## config.mk

```make
export PLATFORM = sky130hd
export DESIGN_NAME = dtr_host_regs
export DESIGN_NICKNAME = d
export VERILOG_FILES = /design/src/pkg/dtr_pkg.sv /design/src/verilog/dtr_host_regs.sv /design/src/verilog/dtr_burst_timer.sv
export VERILOG_INCLUDE_DIRS = /design/src /design/src/pkg
export SDC_FILE = /design/constraint.sdc
export NUM_CORES = 1
export LEC_CHECK = 0
export ABC_AREA = 1
export BUFFER_PORTS_ARGS = -buffer_cell sky130_fd_sc_hd__buf_2
export CAP_MARGIN = 20
export CORE_ASPECT_RATIO = 0.5
export CORE_MARGIN = 2
export CORE_UTILIZATION = 35
export DETAILED_ROUTE_END_ITERATION = 7
export PLACE_DENSITY = 0.66
export SKIP_CTS_REPAIR_TIMING = 1
export SLEW_MARGIN = 20
export SYNTH_ARGS = -nofsm -noshare
export SYNTH_HDL_FRONTEND = slang
export SYNTH_SLANG_ARGS = --single-unit
```

## constraint.sdc

```tcl
create_clock -name mclk_i -period 2.05 [get_ports mclk_i]
set_input_delay 0.41 -clock mclk_i [delete_from_list [all_inputs] [get_ports mclk_i]]
set_output_delay 0.41 -clock mclk_i [all_outputs]
set_load 0.03 [all_outputs]
```

## src/pkg/dtr_params.svh

```systemverilog
// constants for the tone transceiver host register bank
// Functional notes
// - select line plus strobe picks register access
// - receive code register is read-only
// - transmit code register is write-only
// - control B reached once after select bit
// - both control registers clear at reset
// - event pin flags receive or transmit-ready
// - event pin is open-drain, low or released
// - burst mode: tone, equal pause, then ready
// - call-progress mode doubles burst and pause
// - burst disabled: tone follows enable bit
// - test bit routes inverted steering to pin
// - control B bit 2 selects single tone
// - control B bit 3 picks row or column
// - status bit 0 summarises, read clears it
// - status bit 1 transmit ready, cleared
// - status bit 2 new receive code, read clears
// - status bit 3 tone absent, read-immune
// - burst and pause each 51 ms
// - control A bit 0 enables tone output
// - control A bit 1 selects call-progress mode
// - control A bit 2 enables interrupt mode
`ifndef DTR_PARAMS_SVH
`define DTR_PARAMS_SVH
`define DTR_ADDR_DATA 1'h0
`define DTR_ADDR_CTRL 1'h1
`define DTR_CRA_TONE_EN 0
`define DTR_CRA_PROG_MODE 1
`define DTR_CRA_IRQ_EN 2
`define DTR_CRA_REDIRECT 3
`define DTR_CRB_BURST_OFF 0
`define DTR_CRB_TEST 1
`define DTR_CRB_SINGLE 2
`define DTR_CRB_COLUMN 3
`define DTR_ST_IRQ 0
`define DTR_ST_TX_READY 1
`define DTR_ST_RX_FULL 2
`define DTR_ST_ABSENT 3
`define DTR_CTRL_RESET 4'h0
`define DTR_CLK_HZ 10000000
`define DTR_BURST_MS 51
`define DTR_BURST_CYC ((`DTR_BURST_MS * `DTR_CLK_HZ) / 1000)
`endif

```

## src/pkg/dtr_pkg.sv

```systemverilog
// types for the tone transceiver host register bank
package dtr_pkg;
   typedef enum logic [1:0] {
      DTR_IDLE = 2'b00,
      DTR_BURST = 2'b01,
      DTR_PAUSE = 2'b10
   } dtr_burst_t;
endpackage

```

## src/verilog/dtr_host_regs.sv

```systemverilog
// host register bank of the tone transceiver
`timescale 1ns/100ps
`include "dtr_params.svh"
module dtr_host_regs (
   input wire logic mclk_i,
   input wire logic rst_n_i,
   input wire logic ce_i,
   input wire logic cs_n_i,
   input wire logic rd_n_i,
   input wire logic wr_n_i,
   input wire logic register_select_line_i,
   input wire logic [3:0] data_i,
   output logic [3:0] data_o,
   output logic data_oe_o,
   input wire logic rx_valid_i,
   input wire logic [3:0] rx_code_i,
   input wire logic steer_delayed_i,
   input wire logic tone_absent_i,
   input wire logic progress_detect_i,
   output logic event_pin_o,
   output logic event_pin_oe_o,
   output logic [3:0] tx_code_o,
   output logic tone_active_o,
   output logic single_tone_o,
   output logic column_tone_o,
   output logic progress_mode_o
);
   // ****************
   // access decode
   // ****************
   logic [3:0] control_reg_a_reg;
   logic [3:0] control_reg_b_reg;
   logic [3:0] rx_code_reg;
   logic [3:0] tx_code_reg;
   logic [3:0] flags_reg;
   logic [3:0] flags_next;
   logic redirect_reg;
   logic rd_d_reg;
   logic wr_d_reg;
   logic sel;
   logic rd_fall;
   logic wr_fall;
   logic wr_tx;
   logic wr_ctrl;
   logic rd_rx;
   logic rd_stat;
   logic status_read;
   assign sel = !cs_n_i;
   assign rd_fall = sel && !rd_n_i && rd_d_reg;
   assign wr_fall = sel && !wr_n_i && wr_d_reg;
   assign wr_tx = wr_fall && (register_select_line_i == `DTR_ADDR_DATA);
   assign wr_ctrl = wr_fall && (register_select_line_i == `DTR_ADDR_CTRL);
   assign rd_rx = sel && !rd_n_i && (register_select_line_i == `DTR_ADDR_DATA);
   assign rd_stat = sel && !rd_n_i && (register_select_line_i == `DTR_ADDR_CTRL);
   assign status_read = rd_fall && (register_select_line_i == `DTR_ADDR_CTRL);
   always_ff @(posedge mclk_i) begin
      if (!rst_n_i) begin
         rd_d_reg <= 1'b1;
         wr_d_reg <= 1'b1;
      end else if (ce_i) begin
         rd_d_reg <= rd_n_i || cs_n_i;
         wr_d_reg <= wr_n_i || cs_n_i;
      end
   end
   // ****************
   // control registers
   // ****************
   always_ff @(posedge mclk_i) begin
      if (!rst_n_i) begin
         control_reg_a_reg <= `DTR_CTRL_RESET;
         control_reg_b_reg <= `DTR_CTRL_RESET;
         redirect_reg <= 1'b0;
         tx_code_reg <= 4'h0;
      end else if (ce_i) begin
         if (wr_tx) tx_code_reg <= data_i;
         if (wr_ctrl) begin
            if (redirect_reg) begin
               control_reg_b_reg <= data_i;
               redirect_reg <= 1'b0;
            end else begin
               control_reg_a_reg <= data_i;
               redirect_reg <= data_i[`DTR_CRA_REDIRECT];
            end
         end
      end
   end
   // ****************
   // tone generation control
   // ****************
   logic tone_en;
   logic prog_mode;
   logic irq_en;
   logic burst_mode;
   logic burst_tone;
   logic tx_done;
   assign tone_en = control_reg_a_reg[`DTR_CRA_TONE_EN];
   assign prog_mode = control_reg_a_reg[`DTR_CRA_PROG_MODE];
   assign irq_en = control_reg_a_reg[`DTR_CRA_IRQ_EN];
   assign burst_mode = !control_reg_b_reg[`DTR_CRB_BURST_OFF];
   dtr_burst_timer u_timer (
      .mclk_i(mclk_i),
      .rst_n_i(rst_n_i),
      .ce_i(ce_i),
      .start_i(wr_tx),
      .enable_i(burst_mode && tone_en),
      .double_i(prog_mode),
      .tone_on_o(burst_tone),
      .done_o(tx_done)
   );
   // burst gates tone, otherwise the enable bit holds it on
   assign tone_active_o = tone_en && (burst_mode ? burst_tone : 1'b1);
   assign single_tone_o = control_reg_b_reg[`DTR_CRB_SINGLE];
   assign column_tone_o = control_reg_b_reg[`DTR_CRB_COLUMN];
   assign progress_mode_o = prog_mode;
   assign tx_code_o = tx_code_reg;
   // ****************
   // receive code and status flags
   // ****************
   logic rx_take;
   assign rx_take = rx_valid_i && !prog_mode;
   always_comb begin
      flags_next = flags_reg;
      if (status_read) begin
         flags_next[`DTR_ST_TX_READY] = 1'b0;
         flags_next[`DTR_ST_RX_FULL] = 1'b0;
      end
      if (!burst_mode) flags_next[`DTR_ST_TX_READY] = 1'b0;
      if (tx_done) flags_next[`DTR_ST_TX_READY] = 1'b1;
      if (rx_take) flags_next[`DTR_ST_RX_FULL] = 1'b1;
      if (rx_valid_i) flags_next[`DTR_ST_ABSENT] = 1'b0;
      if (tone_absent_i) flags_next[`DTR_ST_ABSENT] = 1'b1;
      flags_next[`DTR_ST_IRQ] = flags_next[`DTR_ST_TX_READY] || flags_next[`DTR_ST_RX_FULL];
   end
   always_ff @(posedge mclk_i) begin
      if (!rst_n_i) begin
         rx_code_reg <= 4'h0;
         flags_reg <= 4'h0;
      end else if (ce_i) begin
         if (rx_take) rx_code_reg <= rx_code_i;
         flags_reg <= flags_next;
      end
   end
   // ****************
   // data bus and event pin
   // ****************
   logic [3:0] rd_mux;
   logic pin_low;
   assign rd_mux = (register_select_line_i == `DTR_ADDR_CTRL) ? flags_reg : rx_code_reg;
   always_ff @(posedge mclk_i) begin
      if (!rst_n_i) data_o <= 4'h0;
      else if (ce_i && rd_fall) data_o <= rd_mux;
   end
   assign data_oe_o = rd_rx || rd_stat;
   // pin low: interrupt, or inverted delayed steering, or progress square wave
   assign pin_low = control_reg_b_reg[`DTR_CRB_TEST] ? steer_delayed_i :
                    prog_mode ? (irq_en && !progress_detect_i) :
                    (irq_en && flags_reg[`DTR_ST_IRQ]);
   assign event_pin_o = 1'b0;
   assign event_pin_oe_o = pin_low;
   // ****************
   // checks
   // ****************
   chk_redirect_once: assert property (@(posedge mclk_i) disable iff (!rst_n_i)
      (ce_i && wr_ctrl && redirect_reg) |=> !redirect_reg)
      else $error("control B redirect not single shot");
   chk_redirect_set: assert property (@(posedge mclk_i) disable iff (!rst_n_i)
      (ce_i && wr_ctrl && !redirect_reg && data_i[3])
      |=> redirect_reg && control_reg_a_reg == $past(data_i))
      else $error("control A write did not arm redirect");
   chk_tx_load: assert property (@(posedge mclk_i) disable iff (!rst_n_i)
      (ce_i && wr_tx) |=> tx_code_reg == $past(data_i))
      else $error("transmit code not loaded");
   chk_rx_full: assert property (@(posedge mclk_i) disable iff (!rst_n_i)
      (ce_i && rx_take) |=> flags_reg[2] && flags_reg[0] && rx_code_reg == $past(rx_code_i))
      else $error("receive full flag or code wrong");
   chk_read_clear: assert property (@(posedge mclk_i) disable iff (!rst_n_i)
      (ce_i && status_read && !rx_take && !tx_done) |=> !flags_reg[0])
      else $error("status read did not clear");
   chk_absent_keep: assert property (@(posedge mclk_i) disable iff (!rst_n_i)
      (ce_i && status_read && flags_reg[3] && !rx_valid_i) |=> flags_reg[3])
      else $error("status read disturbed absent flag");
   chk_no_burst_rdy: assert property (@(posedge mclk_i) disable iff (!rst_n_i)
      (ce_i && !burst_mode && !tx_done) |=> !flags_reg[1])
      else $error("ready flag outside burst mode");
   chk_pin_test: assert property (@(posedge mclk_i) disable iff (!rst_n_i)
      control_reg_b_reg[1] |-> (event_pin_oe_o == steer_delayed_i))
      else $error("test mode pin wrong");
   chk_bus_idle: assert property (@(posedge mclk_i) disable iff (!rst_n_i)
      cs_n_i |-> !data_oe_o)
      else $error("bus driven while unselected");
   cov_ctrl_b: cover property (@(posedge mclk_i) ce_i && wr_ctrl && redirect_reg);
   cov_tx_done: cover property (@(posedge mclk_i) tx_done);
   cov_rx: cover property (@(posedge mclk_i) rx_take ##1 status_read);
endmodule

```

## src/verilog/dtr_burst_timer.sv

```systemverilog
// burst and pause sequencer for the tone generator
`timescale 1ns/100ps
`include "dtr_params.svh"
module dtr_burst_timer (
   input wire logic mclk_i,
   input wire logic rst_n_i,
   input wire logic ce_i,
   input wire logic start_i,
   input wire logic enable_i,
   input wire logic double_i,
   output logic tone_on_o,
   output logic done_o
);
   localparam logic [21:0] BURST_CYC = 22'(`DTR_BURST_CYC);
   dtr_pkg::dtr_burst_t state_reg;
   dtr_pkg::dtr_burst_t state_next;
   logic [21:0] cnt_reg;
   logic [21:0] limit;
   logic expired;
   assign limit = double_i ? 22'(2 * BURST_CYC) : BURST_CYC;
   assign expired = (cnt_reg >= limit - 22'h1);
   always_comb begin
      state_next = state_reg;
      unique case (state_reg)
         dtr_pkg::DTR_IDLE: if (start_i && enable_i) state_next = dtr_pkg::DTR_BURST;
         dtr_pkg::DTR_BURST: if (expired) state_next = dtr_pkg::DTR_PAUSE;
         dtr_pkg::DTR_PAUSE: if (expired) state_next = dtr_pkg::DTR_IDLE;
         default: state_next = dtr_pkg::DTR_IDLE;
      endcase
      if (!enable_i) state_next = dtr_pkg::DTR_IDLE;
   end
   always_ff @(posedge mclk_i) begin
      if (!rst_n_i) begin
         state_reg <= dtr_pkg::DTR_IDLE;
         cnt_reg <= 22'h0;
         done_o <= 1'b0;
      end else if (ce_i) begin
         state_reg <= state_next;
         cnt_reg <= (state_next != state_reg) ? 22'h0 : cnt_reg + 22'h1;
         done_o <= enable_i && (state_reg == dtr_pkg::DTR_PAUSE) && expired;
      end
   end
   assign tone_on_o = (state_reg == dtr_pkg::DTR_BURST);
   chk_burst_len: assert property (@(posedge mclk_i) disable iff (!rst_n_i)
      (state_reg == dtr_pkg::DTR_BURST && cnt_reg > 22'h0) |-> cnt_reg < limit)
      else $error("burst ran past its length");
endmodule

```

==> flow_summary.ini, run 1 <==
[outcome]
status = complete, no violations

[worst_setup_path]
endpoint_kind = flop
crit_fanout = 6
arrival_ns = 2.14
path_class = reg -> reg
crit_chain = buf_6, ha_1, inv_1, nor2_1, nand2_1, nor2_2, nand3_2, nand3_4, inv_2, nand2_2, nand2_1, nand2_1, nand2_2, nand2_4, clkbuf_16, nor2_1
slowest_delay_ns = 0.33
cp-start-kind = flop
crit_slowest_cell = dfxtp_2
r2r_start = control_reg_a_reg[1]
r2r_slack_ns = 0.1
cp.required_ns = 2.23
rr_worst_depth = 16
cp_common_cell = nand2_1
r2r_end = u_timer.cnt_reg[2]

[grt]
grtUsageTotal = 0.146
grt_pass1_vias = 2120
grt_first_pass_wirelength_um = 9640
grt-ovfl-total = 0
antenna_found_initial = 0
grt_start_max_net_pins = 23

[layout]
final_nets = 421
largest_register_ff_count = 22
syn2layout_area_growth_pct = 21.2
diodes = 0
layout_common_cells = nor2_1 (62), nand2_1 (61), dfxtp_1 (50)
drive_above_1_share = 0.185
nFillCells = 676
final_common_cell = nor2_1

[die]
die_h_um = 64.2
die_w_um = 124
rows = 21
die-area_um2 = 7990
core_um2 = 6860
io_pins = 34
start_util = 0.370

[power_and_ir_drop]
power.density_nw_per_um2 = 708
p_comb_frac = 0.081
swShare = 0.224
intPower_mw = 1.69
p_total_mw = 2.18
clkPwrFrac = 0.445
power_switching_uw = 488
seq_power_share = 0.474
p_leak_nw = 1.32
ir_drop_v = 0.000335

[timing]
setup_viol = 0
fin_crit_sh = 0.953
fin_ws_ns = 0.0971
slew_viol_final = 0
skew_ns = 0.00271
timing.fmax_ghz = 0.512
hold_violations = 0
fin_crit_ns = 1.95

[worst_hold_path]
min_path_type = in -> reg
hold_end = rx_code_reg[1]
hp-start = rx_code_i[1]
hold_path_depth = 3

[cts]
h-tree-depth = 2
insertion_delay_ns = 0.29
numCtsBuffers = 5
numClockSinks = 51
cts_tree = done
root_buffer = clkbuf_16
cts_max_path_buffers = 2
path_clk_slew_ns = 0.07

[drt]
routed_via_density = 4.77
first_pass_iters = 4
wire_per_inst_um = 12.0
wirelength_um = 5870
drt_first_iter_violations = 71
vias = 2321
ant_nets = 0
drc = 0

[synthesis]
synthCells = 353
synth_top_area_frac = 0.402
muxShareOfSynthArea = 0.00394
yosys.area_share.simple = 0.293
synth_fa_ha_area_frac = 0.0394
avgSynthCellArea_um2 = 7.19
synth-compound-area-share = 0.113
syn-num-nets = 380
ys_warn_count = 0
synth_area_leaders = dfxtp_1 (40%), nand2_1 (9.6%), nor2_1 (9.3%), inv_1 (5.8%), a21oi_1 (5.1%)
ys_seq_area_frac = 0.402
synth_xor_area_frac = 0.0586
synth_seq_cells = 51
synth_area_leader_cell = dfxtp_1
syn-cell-area_um2 = 2540
synth_top_family_by_area = simple AND/OR/NAND/NOR gates
synth.distinct_cells = 29

[placement]
pre_cts_slack_ns = 0.101
dpl.hpwl_um = 3990
portBuffers = 32
gp_congestion = 0.824

[run]
drv_cap = 0
[how the worst max path moves through the flow]
stage / endpoint / startpoint / slack [ns] / cells past startpoint
6_report: u_timer.cnt_reg[2] / control_reg_a_reg[1] / 0.1 / 16
2_1_floorplan: u_timer.cnt_reg[14] / control_reg_a_reg[1] / 0.04 / 16
4_1_cts: u_timer.cnt_reg[14] / control_reg_a_reg[1] / 0.08 / 16
3_5_place_dp: u_timer.cnt_reg[2] / control_reg_a_reg[1] / 0.10 / 16
5_1_grt: u_timer.cnt_reg[18] / control_reg_a_reg[1] / -0.05 / 16
3_3_place_gp: u_timer.cnt_reg[14] / control_reg_a_reg[1] / 0.12 / 16
[critical path: cells and delay by family, from the launching register on]
family | cells | cell delay, ns
adders and majority gates | 1 | 0.27
buffers and inverters | 4 | 0.38
DFF | 1 | 0.33
and+or+nand+nor | 11 | 0.87
[cells by family (layout without fill, tap and decap cells)]
kind of cell,after synthesis,after routing
simple gates,173,173
flops,51,51
compound gates,54,54
mux,1,1
fa+ha+maj,8,8
buf+inv,48,90
other cells,1,1
xor+xnor,17,17
[cells in the mapped netlist]
| library cell | count |
|---|---|
| nand3_2 | 1 |
| xnor2_1 | 9 |
| nor2_1 | 63 |
| a21oi_1 | 26 |
| nor2_2 | 5 |
| nor3_1 | 7 |
| nand2_2 | 3 |
| nor3b_1 | 1 |
| buf_6 | 4 |
| nor4_1 | 2 |
| a211oi_1 | 1 |
| nor2_4 | 1 |
| mux2i_1 | 1 |
| conb_1 | 1 |
| dfxtp_1 | 51 |
| clkbuf_8 | 1 |
| nor3_2 | 1 |
| o21bai_1 | 1 |
| o21ai_0 | 19 |
| ha_1 | 8 |
| inv_1 | 39 |
| xor2_1 | 8 |
| nand3_1 | 19 |
| a31oi_1 | 4 |
| nand2_1 | 65 |
| buf_4 | 1 |
| nand4_1 | 5 |
| o211ai_1 | 3 |
| clkbuf_1 | 3 |
[routing by layer]
layer	global-route usage	wire length, µm	up-vias
li1	-	-	1222
met1	0.195	2940	1051
met2	0.239	2670	40
met3	0.0302	187	8
met4	0.0449	72	0
met5	0	0	-
[final cells by class]
cell class	instances	area, µm²	share of cell area
repair buffers	43	280	0.0911
flip-flops and latches	51	1020	0.332
well taps	92	115	0.0374
clock buffers	6	139	0.0451
inverters	39	146	0.0476
multi-input cells	254	1340	0.435
clock inverters	2	35.0	0.0114
[stage by stage]
stage,setup TNS [ns],instance area (µm²),hold slack (ns),cells,util
floorplan,0,2540,0.441,353,-
global placement,0,2800,0.457,475,0.409
detailed placement,0,2800,0.453,475,0.409
CTS,0,2980,0.354,483,0.434
global route,-0.840,3080,0.368,487,0.449
finish,0,3080,0.353,487,0.449
[power by group through the flow]
stage,Sequential (mW),Combinational [mW],Clock (mW)
after CTS,1.03,0.160,0.986
after floorplan,1.06,0.101,0
after global routing,1.04,0.197,1.03
after global placement,1.05,0.159,0
final,1.03,0.177,0.969
after detailed placement,1.05,0.159,0
(Power assumes the default switching activity.)
==> inputs of run 2 (changes only) <==
--- a/config.mk
+++ b/config.mk
@@ -10,5 +10,4 @@
 export BUFFER_PORTS_ARGS = -buffer_cell sky130_fd_sc_hd__buf_2
 export CAP_MARGIN = 20
-export CORE_ASPECT_RATIO = 0.5
 export CORE_MARGIN = 2
 export CORE_UTILIZATION = 35
==> constraint.sdc (replaced) <==
create_clock -name mclk_i -period 2.05 [get_ports mclk_i]
set_input_delay 0.3075 -clock mclk_i [delete_from_list [all_inputs] [get_ports mclk_i]]
set_output_delay 0.3075 -clock mclk_i [all_outputs]
set_load 0.03 [all_outputs]
==> run 2 against run 1 <==
Net effect: combinational power hardly changed; maximum frequency is 2.8% lower; design area is 0.65% lower; via count is 0.95% higher; non-clock buffer count stayed put; routed wire length is 2.3% lower; critical path depth stayed put; largest power group unchanged; register-to-register slack worse by 0.06 ns; critical path type unchanged.
==> flow_summary.ini, run 2 (synthesis results as in run 1) <==
[outcome]
status = complete, no violations

[layout]
largest_register_ff_count = 22
syn2layout_area_growth_pct = 20.4
final_common_cell = nor2_1
layout_common_cells = nor2_1 (62), nand2_1 (61), dfxtp_1 (50)
final_nets = 421
nFillCells = 759
finalNonFillerCells = 494
diodes = 0
drive_above_1_share = 0.192
utilization = 0.428
fin_area_um2 = 3060

[drt]
wire_per_inst_um = 11.6
drt_first_iter_violations = 133
drc = 0
ant_nets = 0
routed_via_density = 4.74
vias = 2343
first_pass_iters = 4
wirelength_um = 5730

[timing]
setup_viol = 0
fin_ws_ns = 0.0410
max_slew_margin = 0.571
slew_viol_final = 0
whs_ns = 0.230
fin_crit_ns = 2.01
hold_violations = 0
setup_tns_ns = 0
fin_crit_sh = 0.980
skew_ns = 0.00813
rsz0062_at_grt = true
tightest_slew_ns = 0.638
timing.fmax_ghz = 0.498

[placement]
numPlacedInstances = 481
dpl.hpwl_um = 4100
portBuffers = 32
pre_cts_slack_ns = 0.00292
gp_congestion = 0.870
placed_area_um2 = 2800

[worst_setup_path]
path_class = reg -> reg
crit_chain = buf_6, ha_4, inv_1, nor2_1, nand2_1, nor2_2, nand3_2, nand3_2, inv_1, nand2_1, nand2_1, nand2_1, nand2_2, nand2_4, clkbuf_16, nor2_1
crit_fanout = 6
r2r_slack_ns = 0.04
endpoint = u_timer.cnt_reg[5]
r2r_start = control_reg_a_reg[1]
cp_num_cells = 16
cp_common_cell = nand2_1
critPathTopFamily = simple AND/OR/NAND/NOR gates
cp.required_ns = 2.24
endpoint_kind = flop
startpoint = control_reg_a_reg[1]
rr_worst_depth = 16
cp-start-kind = flop
slowest_delay_ns = 0.37
r2r_end = u_timer.cnt_reg[5]
arrival_ns = 2.20
crit_slowest_cell = dfxtp_4
path_buf_inv = 4

[grt]
grtUsageTotal = 0.148
grt_use_met1 = 0.197
grt_pass1_vias = 2184
busiest_layer = met2
grt_use_met3 = 0.0314
grt_start_max_net_pins = 23
grt_first_pass_wirelength_um = 9570
met2_usage = 0.247
grt-ovfl-total = 0
antenna_found_initial = 0

[die]
die_h_um = 89.2
die_w_um = 89.2
die-area_um2 = 7950
start_util = 0.356
core_um2 = 7140
io_pins = 34
rows = 31

[worst_hold_path]
hold_path_depth = 3
min_path_type = in -> reg

[power_and_ir_drop]
p_leak_nw = 1.28
ir_drop_v = 0.000319
p_total_mw = 1.94
power.density_nw_per_um2 = 635

[cts]
cts_max_path_buffers = 2
numClockSinks = 51
numCtsBuffers = 5
h-tree-depth = 2
cts_tree = done
insertion_delay_ns = 0.30
path_clk_slew_ns = 0.10
root_buffer = clkbuf_8

[run]
drv_cap = 0
==> run 2: cell count changes in the layout (fill, tap and decap cells not counted), moves of 2 or more <==
cell,before,now
clkbuf_16,6,1
clkbuf_8,1,6
ha_1,8,5
ha_4,0,2
inv_2,2,0
==> run 2: layer usage <==
layer | share of wire | vias to the layer above
met2 | 0.48 | 69
met1 | 0.45 | 1043
met5 | 0 | -
met3 | 0.063 | 9
li1 | - | 1222
met4 | 0.012 | 0
==> run 2: area by class of cell <==
type                    instances  area [µm²]  share of cell area
multi-input cells             254        1360               0.445
clock inverters                 2        35.0              0.0115
well taps                      99         124              0.0405
flip-flops and latches         51        1020               0.335
inverters                      39         149              0.0487
repair buffers                 43         280              0.0917
clock buffers                   6        82.6              0.0270
==> run 2: worst register-to-register path, cell delays in order, from the launching register on <==
cell and delay [ns]:
dfxtp_4 0.37, buf_6 0.13, ha_4 0.25, inv_1 0.04
nor2_1 0.08, nand2_1 0.07, nor2_2 0.13, nand3_2 0.10
nand3_2 0.09, inv_1 0.06, nand2_1 0.08, nand2_1 0.06
nand2_1 0.06, nand2_2 0.06, nand2_4 0.11, clkbuf_16 0.16
nor2_1 0.04
==> run 2: report_power, final <==
part	switching (mW)	internal (mW)	total [mW]
registers	0.0178	1.01	1.03
clock network	0.337	0.396	0.732
logic	0.108	0.0676	0.175
==> run 2: worst min-delay path by stage <==
| stage | startpoint | endpoint | slack, ns |
|---|---|---|---|
| floorplan | rst_n_i | control_reg_a_reg[1] | 0.44 |
| global placement | tx_code_o[1] | tx_code_o[1] | 0.45 |
| detailed placement | tx_code_o[1] | tx_code_o[1] | 0.45 |
| CTS | rx_code_i[3] | rx_code_reg[3] | 0.23 |
| global route | rx_code_i[3] | rx_code_reg[3] | 0.26 |
| finish | rx_code_i[1] | rx_code_reg[1] | 0.23 |
==> inputs of run 3 (changes only) <==
--- a/config.mk
+++ b/config.mk
@@ -9,5 +9,4 @@
 export ABC_AREA = 1
 export BUFFER_PORTS_ARGS = -buffer_cell sky130_fd_sc_hd__buf_2
-export CAP_MARGIN = 20
 export CORE_MARGIN = 2
 export CORE_UTILIZATION = 35
==> constraint.sdc (replaced) <==
create_clock -name mclk_i -period 2.05 [get_ports mclk_i]
set_input_delay 0.1025 -clock mclk_i [delete_from_list [all_inputs] [get_ports mclk_i]]
set_output_delay 0.1025 -clock mclk_i [all_outputs]
set_load 0.03 [all_outputs]
==> run 3 against run 2 <==
Net effect: non-clock buffer count is 2 higher; sequential cell count is the same; clock power is 7.0% lower; worst setup slack got worse by 0.0069 ns; clock skew increased by 0.0075 ns; critical path depth is the same; final cell count is 0.20% higher; total power down 2.0%; worst hold slack got worse by 0.20 ns.
==> flow_summary.ini, run 3 (synthesis results as in run 1) <==
[power_and_ir_drop]
p_leak_nw = 1.29
p_total_mw = 1.90
power.density_nw_per_um2 = 612
ir_drop_v = 0.000302

[timing]
rsz0062_at_grt = true
skew_ns = 0.0156
hold_violations = 0
fin_crit_sh = 0.983
fin_crit_ns = 2.02
fin_ws_ns = 0.0341
slew_viol_final = 0
timing.fmax_ghz = 0.496
setup_viol = 0

[layout]
largest_register_ff_count = 22
regArea_um2 = 1020
multiInputGateArea_um2 = 1390
utilization = 0.435
syn2layout_area_growth_pct = 22.3
drive_above_1_share = 0.207
final_nets = 423
layout_common_cells = nor2_1 (61), nand2_1 (58), dfxtp_1 (50)
final_common_cell = nor2_1
nFillCells = 733
diodes = 0

[die]
io_pins = 34
rows = 31
die-area_um2 = 7950
die_h_um = 89.2
die_w_um = 89.2
start_util = 0.356
core_um2 = 7140

[worst_setup_path]
crit_fanout = 5
crit_chain = inv_8, ha_4, nand2_2, nor2_1, nand2_1, nand2_1, nand2_1, nand3_4, nand2_2, nand2_1, nand2_1, nand2_1, nand2_2, nand2_4, clkbuf_16, nor2_1
crit_slowest_cell = dfxtp_4
slowest_delay_ns = 0.42
r2r_slack_ns = 0.03
path_class = reg -> reg
cp-start-kind = flop
endpoint_kind = flop
cp_common_cell = nand2_1
cp.required_ns = 2.24
arrival_ns = 2.21

[drt]
wl_met3_um = 299
drc = 0
ant_nets = 0
routed_via_density = 4.77
wl_met2_um = 2890
wire_per_inst_um = 12.3
wirelength_um = 6090
drt_first_iter_violations = 136
first_pass_iters = 4
top_layer_used = met4
vias = 2359
wl_met1_um = 2800

[grt]
antenna_found_initial = 0
grt_pass1_vias = 2126
grtUsageTotal = 0.150
grt-ovfl-total = 0
grt_start_max_net_pins = 23
grt_first_pass_wirelength_um = 9560

[worst_hold_path]
min_path_type = in -> reg

[placement]
gp_congestion = 0.855
portBuffers = 32
dpl.hpwl_um = 4130
pre_cts_slack_ns = -0.0135

[run]
drv_cap = 0

[cts]
insertion_delay_ns = 0.31
numClockSinks = 51
numCtsBuffers = 5
root_buffer = clkbuf_8
cts_tree = done
h-tree-depth = 2
path_clk_slew_ns = 0.10
cts_max_path_buffers = 2

[outcome]
status = complete, no violations
## run 3: changes by cell type in the layout (fill, tap and decap cells not counted), sizes merged
cell	before	now
buf	42	43
clkbuf	7	8
clkinv	1	0
## run 3: area by class of cell
class / count / area share
multi-input combinational: 254 / 0.448
sequential: 51 / 0.330
timing repair buffer: 45 / 0.0995
inverter: 39 / 0.0496
tap: 99 / 0.0399
clock buffer: 6 / 0.0234
clock inverter: 1 / 0.00967
## run 3: per-layer routing
metal | up-vias | track usage
met4 | 0 | 0.0516
met5 | - | 0
met3 | 10 | 0.0295
met1 | 1067 | 0.206
met2 | 66 | 0.235
li1 | 1216 | -
## run 3: worst max-delay path: cells and delay by family (launching register included)
| family | cells | cell delay [ns] |
|---|---|---|
| adder cells (fa/ha/maj) | 1 | 0.27 |
| flip-flops | 1 | 0.42 |
| AND/OR/NAND/NOR | 13 | 0.99 |
| buffers and inverters | 2 | 0.23 |
## run 3: final timing paths
| kind | end | startpoint | cells after the start |
|---|---|---|---|
| hold / removal | rx_code_reg[3] | rx_code_i[3] | 3 |
| hold reg to reg | tx_code_o[3] | tx_code_o[3] | 2 |
| setup reg to reg | u_timer.cnt_reg[4] | control_reg_a_reg[1] | 16 |
| setup / recovery | u_timer.cnt_reg[4] | control_reg_a_reg[1] | 16 |
## run 3: stage by stage
step	setup TNS [ns]	std cells	area, µm²	hold WS (ns)
floorplan	0	353	2540	0.233
global placement	0	482	2810	0.328
detailed placement	-0.0446	482	2810	0.345
CTS	-0.582	489	2910	0.0220
global route	-1.96	495	3110	0.0361
finish	0	495	3110	0.0316
## run 3: power breakdown
group / switching (mW) / leakage, nW / internal, mW
sequential: 0.0185 / 0.415 / 1.01
clock: 0.322 / 0.0513 / 0.358
combinational: 0.112 / 0.822 / 0.0759
